`config.mk`:
```
export PLATFORM = sky130hd
export DESIGN_NAME = pss_top
export DESIGN_NICKNAME = d
export VERILOG_FILES = /design/src/hw/pss_pkg.sv /design/src/hw/pss_top.sv /design/src/hw/pss_divider.sv /design/src/hw/pss_demand.sv
export VERILOG_INCLUDE_DIRS = /design/src /design/src/hw
export SDC_FILE = /design/constraint.sdc
export NUM_CORES = 1
export LEC_CHECK = 0
export CORE_ASPECT_RATIO = 0.9
export CORE_MARGIN = 2
export CORE_UTILIZATION = 40
export CTS_BUF_LIST = sky130_fd_sc_hd__clkbuf_4 sky130_fd_sc_hd__clkbuf_8
export DETAILED_ROUTE_END_ITERATION = 10
export DONT_BUFFER_PORTS = 1
export PLACE_DENSITY = 0.57
export SYNTH_ARGS = -nofsm -noshare
export SYNTH_HDL_FRONTEND = slang
export SYNTH_SLANG_ARGS = --single-unit
```
`constraint.sdc`:
```
create_clock -name clk -period 4.8 [get_ports clk]
set_clock_uncertainty 0.05 [all_clocks]
set_input_delay 0.24 -clock clk [delete_from_list [all_inputs] [get_ports clk]]
set_output_delay 0.24 -clock clk [all_outputs]
set_load 0.02 [all_outputs]
```
`src/hw/pss_defines.svh`:
```
// timing and limit constants for the pedestrian signal sequencer
`ifndef PSS_DEFINES_SVH
`define PSS_DEFINES_SVH

// ************************************************************
// clock and timing
// ************************************************************
`define PSS_CLK_HZ 40000000
`define PSS_SEC_S 1
`define PSS_SEC_CYCLES (`PSS_CLK_HZ * `PSS_SEC_S)
`define PSS_FLASH_HALF_MS 500
`define PSS_FLASH_HALF_CYCLES ((`PSS_CLK_HZ / 1000) * `PSS_FLASH_HALF_MS)

// ************************************************************
// interval limits, in seconds, and the flash percentage scale
// ************************************************************
`define PSS_MIN_GREEN_S 8'h04
`define PSS_VEH_DELAY_MAX_S 8'h03
`define PSS_MIN_FLASH_S 8'h01
`define PSS_FLASH_PCT_MUL 10'h003
`define PSS_FLASH_PCT_SHIFT 2
`define PSS_SEC_ZERO 8'h00
`define PSS_SEC_ONE 8'h01

`endif

```
`src/hw/pss_pkg.sv`:
```
// types shared by the pedestrian signal sequencer
package pss_pkg;

  typedef enum logic [1:0] {
    PSS_IDLE,
    PSS_GREEN,
    PSS_FLASH,
    PSS_RED_CLR
  } pss_state_t;

endpackage

```
`src/hw/pss_top.sv`:
```
// pedestrian and pedal cyclist signal sequencer, one crossing plus diagonal
`timescale 1ns/1ps
`include "pss_defines.svh"

// Contract
// - each crossing cycles steady green, then flashing red, then steady red.
// - green never lit together with flashing or steady red on one crossing.
// - steady green ends straight into flashing red, nothing between.
// - steady green lasts the configured time, never under four seconds.
// - clearance must finish before vehicular all-red of the intergreen ends.
// - flashing red at most clearance time; steady red fills the remainder.
// - flashing red not below lesser of 75% clearance and clearance minus intergreen.
// - no conflicting exclusive turn while the crossing shows green.
// - vehicular green starts with crossing green, optional delay capped at three seconds.
// - mid-block without flashing clearance holds vehicular red through green and flash.
// - flashing-clearance mode shows vehicular flashing red exactly during crossing flash.
// - serve crossing only on demand; otherwise signal a shorter vehicular green. Scramble starts the crossing without demand.
// - vehicular flashing mode blanks crossing aspects unless in flashing-clearance mode.
// - scramble holds all vehicular red and greens all crossings, diagonals optional.
// - protected turning phases keep conflicting crossings at steady red.
module pss_top
  import pss_pkg::*;
#(
  parameter int unsigned SEC_CYCLES = `PSS_SEC_CYCLES,
  parameter int unsigned FLASH_HALF_CYCLES = `PSS_FLASH_HALF_CYCLES
) (
  input wire logic clk,
  input wire logic reset_n,
  input wire logic [7:0] cfg_green_s,
  input wire logic [7:0] cfg_clear_s,
  input wire logic [7:0] cfg_intergreen_s,
  input wire logic [7:0] cfg_veh_delay_s,
  input wire logic mode_midblock,
  input wire logic mode_flash_clear,
  input wire logic mode_scramble,
  input wire logic diag_enable,
  input wire logic veh_flashing,
  input wire logic turn_protected,
  input wire logic phase_start,
  input wire logic button,
  output logic lamp_green,
  output logic lamp_red,
  output logic lamp_diag_green,
  output logic lamp_diag_red,
  output logic veh_hold_red,
  output logic veh_flash_red,
  output logic veh_green_permit,
  output logic turn_inhibit,
  output logic hold_allred,
  output logic short_green,
  output logic demand_pending,
  output pss_pkg::pss_state_t seq_state
);

  import pss_pkg::*;

  // ************************************************************
  // helpers
  // ************************************************************
  function automatic logic [7:0] max8(input logic [7:0] a, input logic [7:0] b);
    max8 = (a > b) ? a : b;
  endfunction

  function automatic logic [7:0] min8(input logic [7:0] a, input logic [7:0] b);
    min8 = (a < b) ? a : b;
  endfunction

  // shortest permitted flash keeps the most steady red after it
  function automatic logic [7:0] flash_len(input logic [7:0] c, input logic [7:0] ig);
    logic [9:0] pct;
    logic [7:0] pct_s;
    logic [7:0] diff;
    pct = ({2'b00, c} * `PSS_FLASH_PCT_MUL + `PSS_FLASH_PCT_MUL) >> `PSS_FLASH_PCT_SHIFT;
    pct_s = pct[7:0];
    diff = (c > ig) ? (c - ig) : `PSS_SEC_ZERO;
    flash_len = min8(c, max8(min8(pct_s, diff), `PSS_MIN_FLASH_S));
  endfunction

  // ************************************************************
  // enables and demand
  // ************************************************************
  pss_state_t state_q;
  pss_state_t state_d;
  logic [7:0] sec_q;
  logic [7:0] sec_d;
  logic flash_on_q;
  logic flash_on_d;
  logic sec_tick;
  logic flash_tick;
  logic state_change;
  logic flash_entry;
  logic green_start;
  logic pending;
  logic blank;
  logic pelican;

  assign state_change = (state_d != state_q);
  assign flash_entry = state_change && (state_d == PSS_FLASH);
  assign green_start = state_change && (state_d == PSS_GREEN);
  assign pelican = mode_midblock && mode_flash_clear;
  assign blank = veh_flashing && !pelican;

  pss_divider #(
    .DIV(SEC_CYCLES)
  ) u_sec (
    .clk(clk),
    .reset_n(reset_n),
    .restart(state_change),
    .tick(sec_tick)
  );

  pss_divider #(
    .DIV(FLASH_HALF_CYCLES)
  ) u_flash (
    .clk(clk),
    .reset_n(reset_n),
    .restart(flash_entry),
    .tick(flash_tick)
  );

  pss_demand u_demand (
    .clk(clk),
    .reset_n(reset_n),
    .press(button),
    .green_start(green_start),
    .pending(pending)
  );

  // ************************************************************
  // sequence
  // ************************************************************
  logic [7:0] green_len;
  logic [7:0] flash_s;
  logic [7:0] red_s;
  logic [7:0] delay_s;
  logic last_sec;

  assign green_len = max8(cfg_green_s, `PSS_MIN_GREEN_S);
  assign flash_s = flash_len(cfg_clear_s, cfg_intergreen_s);
  assign red_s = cfg_clear_s - flash_s;
  assign delay_s = min8(cfg_veh_delay_s, `PSS_VEH_DELAY_MAX_S);

  always_comb begin
    state_d = state_q;
    sec_d = sec_q;
    last_sec = 1'b0;
    if (sec_tick) begin
      sec_d = sec_q + `PSS_SEC_ONE;
    end
    unique case (state_q)
      PSS_IDLE: begin
        // demand or scramble, never during a protected turn
        if (phase_start && (pending || mode_scramble) && !turn_protected && !blank) begin
          state_d = PSS_GREEN;
        end
      end
      PSS_GREEN: begin
        last_sec = sec_tick && (sec_d == green_len);
        if (last_sec) begin
          state_d = PSS_FLASH;
        end
      end
      PSS_FLASH: begin
        last_sec = sec_tick && (sec_d == flash_s);
        if (last_sec) begin
          state_d = (red_s == `PSS_SEC_ZERO) ? PSS_IDLE : PSS_RED_CLR;
        end
      end
      PSS_RED_CLR: begin
        last_sec = sec_tick && (sec_d == red_s);
        if (last_sec) begin
          state_d = PSS_IDLE;
        end
      end
    endcase
    if (blank) begin
      state_d = PSS_IDLE;
    end
    if (state_d != state_q) begin
      sec_d = `PSS_SEC_ZERO;
    end
  end

  always_comb begin
    flash_on_d = flash_on_q;
    if (flash_entry) begin
      flash_on_d = 1'b1;
    end else if (flash_tick) begin
      flash_on_d = !flash_on_q;
    end
  end

  always_ff @(posedge clk or negedge reset_n) begin
    if (!reset_n) begin
      state_q <= PSS_IDLE;
      sec_q <= `PSS_SEC_ZERO;
      flash_on_q <= 1'b1;
    end else begin
      state_q <= state_d;
      sec_q <= sec_d;
      flash_on_q <= flash_on_d;
    end
  end

  // ************************************************************
  // outputs
  // ************************************************************
  // all outputs are registered, the sequence outputs from the next state, so lamps follow the sequence
  // without a cycle of glitch when the state changes
  logic lamp_green_d;
  logic lamp_red_d;
  logic lamp_diag_green_d;
  logic lamp_diag_red_d;
  logic veh_hold_red_d;
  logic veh_flash_red_d;
  logic veh_green_permit_d;
  logic turn_inhibit_d;
  logic hold_allred_d;
  logic short_green_d;
  logic busy_d;
  logic flash_lit_d;
  logic [7:0] sec_next_green;

  assign sec_next_green = (state_d == PSS_GREEN) ? sec_d : `PSS_SEC_ZERO;

  always_comb begin
    busy_d = (state_d != PSS_IDLE);
    flash_lit_d = flash_on_d || flash_entry;
    lamp_green_d = (state_d == PSS_GREEN);
    lamp_red_d = (state_d == PSS_IDLE) || (state_d == PSS_RED_CLR) ||
                 ((state_d == PSS_FLASH) && flash_lit_d);
    if (blank) begin
      lamp_green_d = 1'b0;
      lamp_red_d = 1'b0;
    end
    lamp_diag_green_d = lamp_green_d && mode_scramble && diag_enable;
    lamp_diag_red_d = diag_enable && !blank && !lamp_diag_green_d && lamp_red_d;
    // scramble holds every approach; mid-block holds through green and flash, only through green with flashing clearance
    veh_hold_red_d = (mode_scramble && busy_d) ||
                     (mode_midblock && !mode_flash_clear &&
                      ((state_d == PSS_GREEN) || (state_d == PSS_FLASH)));
    if (mode_midblock && mode_flash_clear && (state_d == PSS_GREEN)) begin
      veh_hold_red_d = 1'b1;
    end
    veh_flash_red_d = pelican && (state_d == PSS_FLASH);
    // a long delay invites wrong-way crossing, so it is capped
    veh_green_permit_d = busy_d && !mode_midblock && !mode_scramble &&
                         !((state_d == PSS_GREEN) && (sec_next_green < delay_s));
    turn_inhibit_d = (state_d == PSS_GREEN);
    hold_allred_d = busy_d && !mode_midblock;
    short_green_d = !pending && !busy_d;
  end

  always_ff @(posedge clk or negedge reset_n) begin
    if (!reset_n) begin
      lamp_green <= 1'b0;
      lamp_red <= 1'b1;
      lamp_diag_green <= 1'b0;
      lamp_diag_red <= 1'b0;
      veh_hold_red <= 1'b0;
      veh_flash_red <= 1'b0;
      veh_green_permit <= 1'b0;
      turn_inhibit <= 1'b0;
      hold_allred <= 1'b0;
      short_green <= 1'b1;
      demand_pending <= 1'b0;
      seq_state <= PSS_IDLE;
    end else begin
      lamp_green <= lamp_green_d;
      lamp_red <= lamp_red_d;
      lamp_diag_green <= lamp_diag_green_d;
      lamp_diag_red <= lamp_diag_red_d;
      veh_hold_red <= veh_hold_red_d;
      veh_flash_red <= veh_flash_red_d;
      veh_green_permit <= veh_green_permit_d;
      turn_inhibit <= turn_inhibit_d;
      hold_allred <= hold_allred_d;
      short_green <= short_green_d;
      demand_pending <= pending;
      seq_state <= state_d;
    end
  end

endmodule

```
`src/hw/pss_divider.sv`:
```
// restartable divider producing a one-cycle enable pulse
`timescale 1ns/1ps

module pss_divider #(
  parameter int unsigned DIV = 40000000
) (
  input wire logic clk,
  input wire logic reset_n,
  input wire logic restart,
  output logic tick
);

  localparam int unsigned CW = $clog2(DIV + 1);

  logic [CW-1:0] cnt_q;
  logic [CW-1:0] cnt_d;
  logic tick_q;
  logic tick_d;

  // ************************************************************
  // count
  // ************************************************************
  // restart loads one: the entry cycle counts, so a timed state lasts whole periods exactly
  always_comb begin
    cnt_d = cnt_q + CW'(1);
    tick_d = 1'b0;
    if (restart) begin
      cnt_d = CW'(1);
    end else if (cnt_q == CW'(DIV - 1)) begin
      cnt_d = '0;
      tick_d = 1'b1;
    end
  end

  always_ff @(posedge clk or negedge reset_n) begin
    if (!reset_n) begin
      cnt_q <= '0;
      tick_q <= 1'b0;
    end else begin
      cnt_q <= cnt_d;
      tick_q <= tick_d;
    end
  end

  assign tick = tick_q;

endmodule

```
`src/hw/pss_demand.sv`:
```
// push-button demand latch
`timescale 1ns/1ps

module pss_demand (
  input wire logic clk,
  input wire logic reset_n,
  input wire logic press,
  input wire logic green_start,
  output logic pending
);

  logic pend_q;
  logic pend_d;

  // ************************************************************
  // latch
  // ************************************************************
  // a press in the clearing cycle stays latched for the next cycle
  always_comb begin
    pend_d = pend_q;
    if (green_start) begin
      pend_d = 1'b0;
    end
    if (press) begin
      pend_d = 1'b1;
    end
  end

  always_ff @(posedge clk or negedge reset_n) begin
    if (!reset_n) begin
      pend_q <= 1'b0;
    end else begin
      pend_q <= pend_d;
    end
  end

  assign pending = pend_q;

endmodule

```
# Word-level counts from Yosys, hierarchy flattened
# Index checks and enable logic that the tools add are counted.
[word_totals]
input_bits = 42
reg_bits = 76
wordCells = 124
out_inout_bits = 13
[classes]
n_eq_ne = 12
multipliers = 1
addsub = 6
magnitude_cmp = 7
reduce_logical = 48
n_mux = 31
[ops]
columns = ["op", "count"]
rows = [
  ["2-to-1 mux 8 bit", 9],
  ["2-to-1 mux 26 bit", 2],
  ["2-to-1 mux 25 bit", 2],
  ["adder 26 x 1 -> 26 bit, second input constant", 1],
  ["== test 26 bit, second input constant", 1],
  ["logical AND 1 bit", 26],
  ["adder 25 x 1 -> 25 bit, second input constant", 1],
  ["== test 25 bit, second input constant", 1],
  ["== test 8 bit", 3],
  ["< comparator 8 bit", 3],
  ["subtractor 8 bit", 2],
  ["2-to-1 mux 2 bit", 6],
  ["zero test 1 bit", 11],
  ["2-to-1 mux 1 bit", 11],
  ["adder 10 x 2 -> 10 bit, second input constant", 1],
  ["multiplier 8 x 2 -> 10 bit, second input constant", 1],
  ["adder 8 x 1 -> 8 bit, second input constant", 1],
  ["== test 2 bit, second input constant", 4],
  ["> comparator 8 x 1 -> 1 bit, second input constant", 1],
  ["> comparator 8 x 3 -> 1 bit, second input constant", 1],
  ["> comparator 8 bit", 1],
  ["zero test 8 bit", 1],
  ["< comparator 8 x 2 -> 1 bit, second input constant", 1],
  ["case mux 2 bit (4 select lines)", 1],
  ["5 further kinds", 13],
]

# Longest topological paths before layout
[logic_depth]
word_depth = 22
ltp_mapped = 49

# Cells and area by module
# From an unflattened synthesis, not the netlist that was laid out.
[hier_totals]
hier_cells = 830
hier_area_um2 = 7061.8
[modules_own_cells]
columns = ["module", "seq_area_each_um2", "area_per_inst_um2", "cells_each", "n_inst"]
rows = [
  ["pss_top", 554.3, 4095.2, 522, 1],
  ["pss_divider at u_sec", 675.6, 1476.4, 149, 1],
  ["pss_divider at u_flash", 650.6, 1453.9, 156, 1],
  ["pss_demand", 25.0, 36.3, 3, 1],
]

# Worst setup path after synthesis
# Ideal clock, no wire load.
[synth_timing]
path_type = "input to register"
startpoint = "input port cfg_clear_s[0]"
endpoint = "register veh_green_permit"
setup_ns = 0.129
stages = 43
setup_slack_ns = -4.890
arrival_ns = 9.510
path_cell_list = "buf_6 inv_1 ha_1 fa_1 nand2b_1 a211o_1 o2bb2ai_1 and3b_1 inv_1 ha_1 a2111o_1 a2111o_1 a221oi_1 nor2_1 ha_1 nand4_1 inv_1 nand4_1 [7 not listed] o211ai_1 a211oi_1 xnor2_1 a2111o_1 a2111oi_0 a31oi_1 nand4bb_1 o2111ai_1 nand3_1 ha_1 clkbuf_1 nor3b_1 ha_1 a21oi_1 nor2b_1 o21ai_0 o2111ai_1 o41a_1"
[synth_lines]
columns = ["item", "line", "rtl"]
rows = [
  ["start, declared", "pss_top.sv:30", "input wire logic [7:0] cfg_clear_s,"],
  ["multiplier 8 x 2 -> 10 bit (no line) (tied with other cells)", "n/a", ""],
  ["adder 10 x 2 -> 10 bit (no line) or 2-to-1 mux 8 bit (tied branches)", "n/a", ""],
  ["< comparator 8 bit", "pss_top.sv:65", "min8 = (a < b) ? a : b;"],
  ["2-to-1 mux 8 bit", "pss_top.sv:65", ""],
  ["> comparator 8 x 1 -> 1 bit", "pss_top.sv:61", "max8 = (a > b) ? a : b;"],
  ["2-to-1 mux 8 bit", "pss_top.sv:61", ""],
  ["< comparator 8 bit", "pss_top.sv:65", ""],
  ["2-to-1 mux 8 bit", "pss_top.sv:65", ""],
  ["[6 not listed]", "n/a", ""],
  ["== test 2 x 1 -> 1 bit *", "n/a", ""],
  ["net turn_inhibit_d", "pss_top.sv:217", "logic turn_inhibit_d;"],
  ["2-to-1 mux 8 bit (no line)", "n/a", ""],
  ["< comparator 8 bit", "pss_top.sv:248", "!((state_d == PSS_GREEN) && (sec_next_green < delay_s));"],
  ["logical AND 1 bit *", "pss_top.sv:248", ""],
  ["zero test 1 bit *", "pss_top.sv:248", ""],
  ["logical AND 1 bit *", "pss_top.sv:247", "veh_green_permit_d = busy_d && !mode_midblock && !mode_scramble &&"],
  ["net veh_green_permit_d", "pss_top.sv:216", "logic veh_green_permit_d;"],
  ["end signal, assigned", "pss_top.sv:275", "veh_green_permit <= veh_green_permit_d;"],
  ["end, declared", "pss_top.sv:47", "output logic veh_green_permit,"],
]
# The timed path passes the listed nets; every way through them passes the cells marked *.
# A chain may end at the register's enable or synchronous reset.

# Final worst setup path
[layout_timing]
startpoint = "input port cfg_clear_s[0]"
endpoint = "register veh_green_permit"
[layout_lines]
columns = ["item", "line", "rtl"]
rows = [
  ["multiplier 8 x 2 -> 10 bit (no line) (tied with other cells)", "n/a", ""],
  ["adder 10 x 2 -> 10 bit (no line) or 2-to-1 mux 8 bit (tied branches)", "n/a", ""],
  ["< comparator 8 bit", "pss_top.sv:65", ""],
  ["2-to-1 mux 8 bit", "pss_top.sv:65", ""],
  ["> comparator 8 x 1 -> 1 bit", "pss_top.sv:61", ""],
  ["2-to-1 mux 8 bit", "pss_top.sv:61", ""],
  ["< comparator 8 bit", "pss_top.sv:65", ""],
  ["2-to-1 mux 8 bit", "pss_top.sv:65", ""],
  ["[6 not listed]", "n/a", ""],
  ["net state_d[0]", "pss_top.sv:83", "pss_state_t state_d;"],
  ["== test 2 x 1 -> 1 bit *", "n/a", ""],
  ["net turn_inhibit_d", "pss_top.sv:217", ""],
  ["2-to-1 mux 8 bit (no line)", "n/a", ""],
  ["< comparator 8 bit", "pss_top.sv:248", ""],
  ["logical AND 1 bit *", "pss_top.sv:248", ""],
  ["zero test 1 bit *", "pss_top.sv:248", ""],
  ["logical AND 1 bit *", "pss_top.sv:247", ""],
  ["net veh_green_permit_d", "pss_top.sv:216", ""],
]
# Marks and branches as above.

==> results.sh <==
export IMPL_crit_top_cell="sky130_fd_sc_hd__ha_4"
export IMPL_cts_sinks=76
export IMPL_grt_start_max_net_pins=77
export IMPL_syn_inst=769
export IMPL_layout_worst_path_cycle_share=1.840
export IMPL_track_usage=0.2339
export IMPL_power_per_cell_area_nw_per_um2=382.3
export IMPL_post_route_drc_count=0
export IMPL_port_buffer_count=0
export IMPL_synth_seq_area_share=0.2881
export IMPL_die_area_um2=17580
export IMPL_gp_routability_congestion=1.013
export IMPL_flip_flop_and_latch_count_after_synthesis=76
export IMPL_start_util=0.4086
export IMPL_final_max_slew_violation_count=0
export IMPL_final_layout_size_suffix_gt1_frac=0.3749
export IMPL_finalNonFillerCells=1186
export IMPL_rows=44
export IMPL_die_w_um=139.5
export IMPL_maximum_level_of_the_cts_h_tree=3
export IMPL_first_pass_grt_wire_length_um=33530
export IMPL_antenna_cells=0
export IMPL_timing_hold_worst_endpoint="veh_hold_red"
export IMPL_ys_flop_type="sky130_fd_sc_hd__dfrtp_1"
export IMPL_tritoncts_num_buffers=9
export IMPL_regToRegStartpoint="sec_q[1]"
export IMPL_slowest_stage="sky130_fd_sc_hd__a2111o_1"
export IMPL_layout_area_overhead_vs_synth_pct=47.03
export IMPL_critical_path_startpoint_type="input pin"
export IMPL_worst_stage_delay_on_the_critical_path_ns=0.50
export IMPL_post_drt_wl_per_cell_um=17.50
export IMPL_dr_pass1_iters=5
export IMPL_post_synthesis_mean_instance_area_um2=8.601
export IMPL_worst_slew_pin_slew_ns=0.8540
export IMPL_clock_latency_ns=0.35
export IMPL_power_leakage_nw=4.124
export IMPL_dr_total_vias=6672
export IMPL_min_path_cells=3
export IMPL_critical_path_buf_inv_count=4
export IMPL_dp_cells=1102
export IMPL_ff2ff_path_depth=20
export IMPL_mostFrequentLayoutCell="sky130_fd_sc_hd__buf_4"
export IMPL_most_common_layout_cells="sky130_fd_sc_hd__buf_4 (168), sky130_fd_sc_hd__dfrtp_1 (73), sky130_fd_sc_hd__nand2_1 (53)"
export IMPL_yosysUniqueCellTypes=75
export IMPL_fmax_mhz=113.3
export IMPL_worstSetupEndpointType="register"
export IMPL_timing_max_cap_violations=0
export IMPL_synth_edff_count=0
export IMPL_crit_type="in2reg"
export IMPL_global_route_overflow_total=0
export IMPL_r2r_path_end="veh_green_permit"
export IMPL_ff2ff_setup_slack_ns=-0.07
export IMPL_cts_root_to_sink_buffers=2
export IMPL_drt_vias_per_instance=5.626
export IMPL_grt_pass1_vias=6742
export IMPL_timing_slew_headroom=0.4259
export IMPL_synthesis_area_um2=6614
export IMPL_period_minus_slack_ns=8.830
export IMPL_io_pins=55
export IMPL_cts_root_buffer_cell="sky130_fd_sc_hd__clkbuf_8"
export IMPL_post_layout_nets=1074
export IMPL_grt_antenna_before_repair=0
export IMPL_num_fill_cells=1358
export IMPL_tritoncts="yes"
export IMPL_synth_yosys_warnings=0
export IMPL_async_reset_ff_frac=1.000
export IMPL_timing_final_ws_setup_ns=-4.030
export IMPL_rsz0062_at_grt="true"
export IMPL_place_detailed_hpwl_um=14360
export IMPL_route_final_wire_length_um=20750
export IMPL_clock_edge_transition_at_the_registers_on_the_reported_setup_and_hold_paths_ns=0.08
export IMPL_peakVddDrop_uv=362.1
export IMPL_worst_endpoint_required_ns=4.98
export IMPL_dr_first_iter_drc_count=394
export IMPL_worst_path_dominant_cell_family="compound AO/OA/AOI/OAI gates"
export IMPL_outcome="finished with violations"
export IMPL_holdCritStartpoint="mode_flash_clear"
export IMPL_setup_viol=75
export IMPL_timing_critical_path_fanout_max=8
export IMPL_finalHoldViolCount=0
export IMPL_totalPowerFinal_mw=3.718
export IMPL_violations_in_the_final_reports="setup timing"
export IMPL_route_antenna_remaining_nets=0
export IMPL_arrival_ns=9.01
export IMPL_floorplan_die_height_um=126.0
export IMPL_core_area_um2=16190
export IMPL_hp_class="in2reg"
==> power by group <==
part / internal, mW / total (mW) / switching (mW)
combinational: 1.25 / 2.28 / 1.03
sequential: 0.752 / 0.877 / 0.125
clock: 0.327 / 0.565 / 0.238
total: 2.33 / 3.72 / 1.39
==> how the worst max path moves through the flow <==
stage,startpoint,end,cells past startpoint
final,cfg_clear_s[0],veh_green_permit,42
after CTS,cfg_clear_s[0],veh_green_permit,42
after detailed placement,cfg_clear_s[0],veh_green_permit,41
after global placement,cfg_clear_s[0],veh_green_permit,42
after global routing,cfg_clear_s[5],veh_green_permit,47
after floorplan,cfg_clear_s[0],veh_green_permit,42
==> logic make-up after synthesis <==
kind of cell,share of synthesized area
compound gates,0.1837
buf+inv,0.04124
flops,0.2881
other cells,0.0005670
simple gates,0.2406
mux,0.01892
fa+ha+maj,0.1120
xor+xnor,0.1148
==> cell type report <==
cell class	instances	area (um^2)	area share
inverters	37	155.1	0.01595
multi-input cells	636	5223	0.5371
flip-flops and latches	76	1906	0.1960
well taps	207	259.0	0.02663
clock inverters	3	68.82	0.007077
repair buffers	214	1953	0.2008
clock buffers	13	160.2	0.01647
==> stage by stage <==
stage	TNS (ns)	instance area, um^2	hold slack (ns)	setup WS (ns)	utilization
finish	-262.24	9724	0.03519	-4.030	0.6008
global route	-278.98	9724	0.02030	-4.292	0.6008
CTS	-253.17	9340	0.006669	-3.947	0.5771
detailed placement	-296.89	8227	-0.1046	-4.563	0.5083
global placement	-286.66	8227	-0.1041	-4.421	0.5083
floorplan	-222.12	7093	-0.1056	-3.676	-
==> worst reg2reg max path: stages, from the launching register on <==
cell and delay [ns]:
sky130_fd_sc_hd__dfrtp_1 0.41, sky130_fd_sc_hd__ha_1 0.22, sky130_fd_sc_hd__nand4_1 0.13, sky130_fd_sc_hd__xor2_1 0.24, sky130_fd_sc_hd__xor2_1 0.18, sky130_fd_sc_hd__nand4b_1 0.16
sky130_fd_sc_hd__or4_1 0.49, sky130_fd_sc_hd__a21oi_1 0.16, sky130_fd_sc_hd__o22a_1 0.18, sky130_fd_sc_hd__nand3_1 0.11, sky130_fd_sc_hd__a21oi_1 0.39, sky130_fd_sc_hd__a21oi_2 0.13
sky130_fd_sc_hd__a211oi_2 0.26, sky130_fd_sc_hd__ha_4 0.22, sky130_fd_sc_hd__nor3b_4 0.23, sky130_fd_sc_hd__ha_4 0.24, sky130_fd_sc_hd__a21oi_2 0.15, sky130_fd_sc_hd__nor2b_1 0.07
sky130_fd_sc_hd__o21ai_1 0.17, sky130_fd_sc_hd__o2111ai_2 0.13, sky130_fd_sc_hd__o41a_1 0.43
==> routing by layer <==
layer  up-vias  track usage  share of wire
li1       3215            -              -
met1      3238       0.3142           0.45
met5         -            0              0
met4         0      0.05882          0.017
met3        38      0.04677          0.049
met2       181       0.3893           0.49
==> cells in the mapped netlist, types with 7 or more instances <==
master                     instances  area, um^2
sky130_fd_sc_hd__and3_1           20       125.1
sky130_fd_sc_hd__nand2_1          55       206.5
sky130_fd_sc_hd__clkbuf_1         14       52.55
sky130_fd_sc_hd__nor2_1           63       236.5
sky130_fd_sc_hd__a21oi_1          48       240.2
sky130_fd_sc_hd__dfrtp_1          73        1827
sky130_fd_sc_hd__nand4_1          18       112.6
sky130_fd_sc_hd__mux2i_1           8       80.08
sky130_fd_sc_hd__o21ai_0          33       165.2
sky130_fd_sc_hd__inv_1            37       138.9
sky130_fd_sc_hd__nor4_1            7       43.79
sky130_fd_sc_hd__or3_1             9       56.30
sky130_fd_sc_hd__nor3_1           27       135.1
sky130_fd_sc_hd__nor2b_1          10       62.56
sky130_fd_sc_hd__ha_1             56       700.7
sky130_fd_sc_hd__xnor2_1          37       324.1
sky130_fd_sc_hd__or2_2             8       50.05
sky130_fd_sc_hd__a211oi_1         15       112.6
sky130_fd_sc_hd__and2_1           10       62.56
sky130_fd_sc_hd__nand3_1          35       175.2
sky130_fd_sc_hd__a21o_1           11       82.58
sky130_fd_sc_hd__nor3b_1          10       75.07
sky130_fd_sc_hd__xor2_1           42       367.9
==> sequential cells by signal, indices dropped and copies added, names as in the netlist <==
| register | cells |
|---|---|
| demand_pending | 1 |
| flash_on_q | 1 |
| hold_allred | 1 |
| lamp_diag_green | 1 |
| lamp_diag_red | 1 |
| lamp_green | 1 |
| lamp_red | 1 |
| sec_q | 8 |
| seq_state | 2 |
| short_green | 1 |
| turn_inhibit | 1 |
| u_demand.pending | 1 |
| u_flash.cnt_q | 25 |
| u_flash.tick | 1 |
| u_sec.cnt_q | 26 |
| u_sec.tick | 1 |
| veh_flash_red | 1 |
| veh_green_permit | 1 |
| veh_hold_red | 1 |
==> timing repair <==
| item | 4_1_cts | 5_1_grt |
|---|---|---|
| endpoints found under the hold margin | 81 | 1 |
| hold buffers | 7 | 2 |
| gates cloned | 7 | 0 |
| pin swaps | 47 | 39 |
| setup buffers | 39 | 14 |
| setup endpoints to repair | 75 | 75 |
| resized for setup | 77 | 44 |
(Power assumes the default switching activity.)
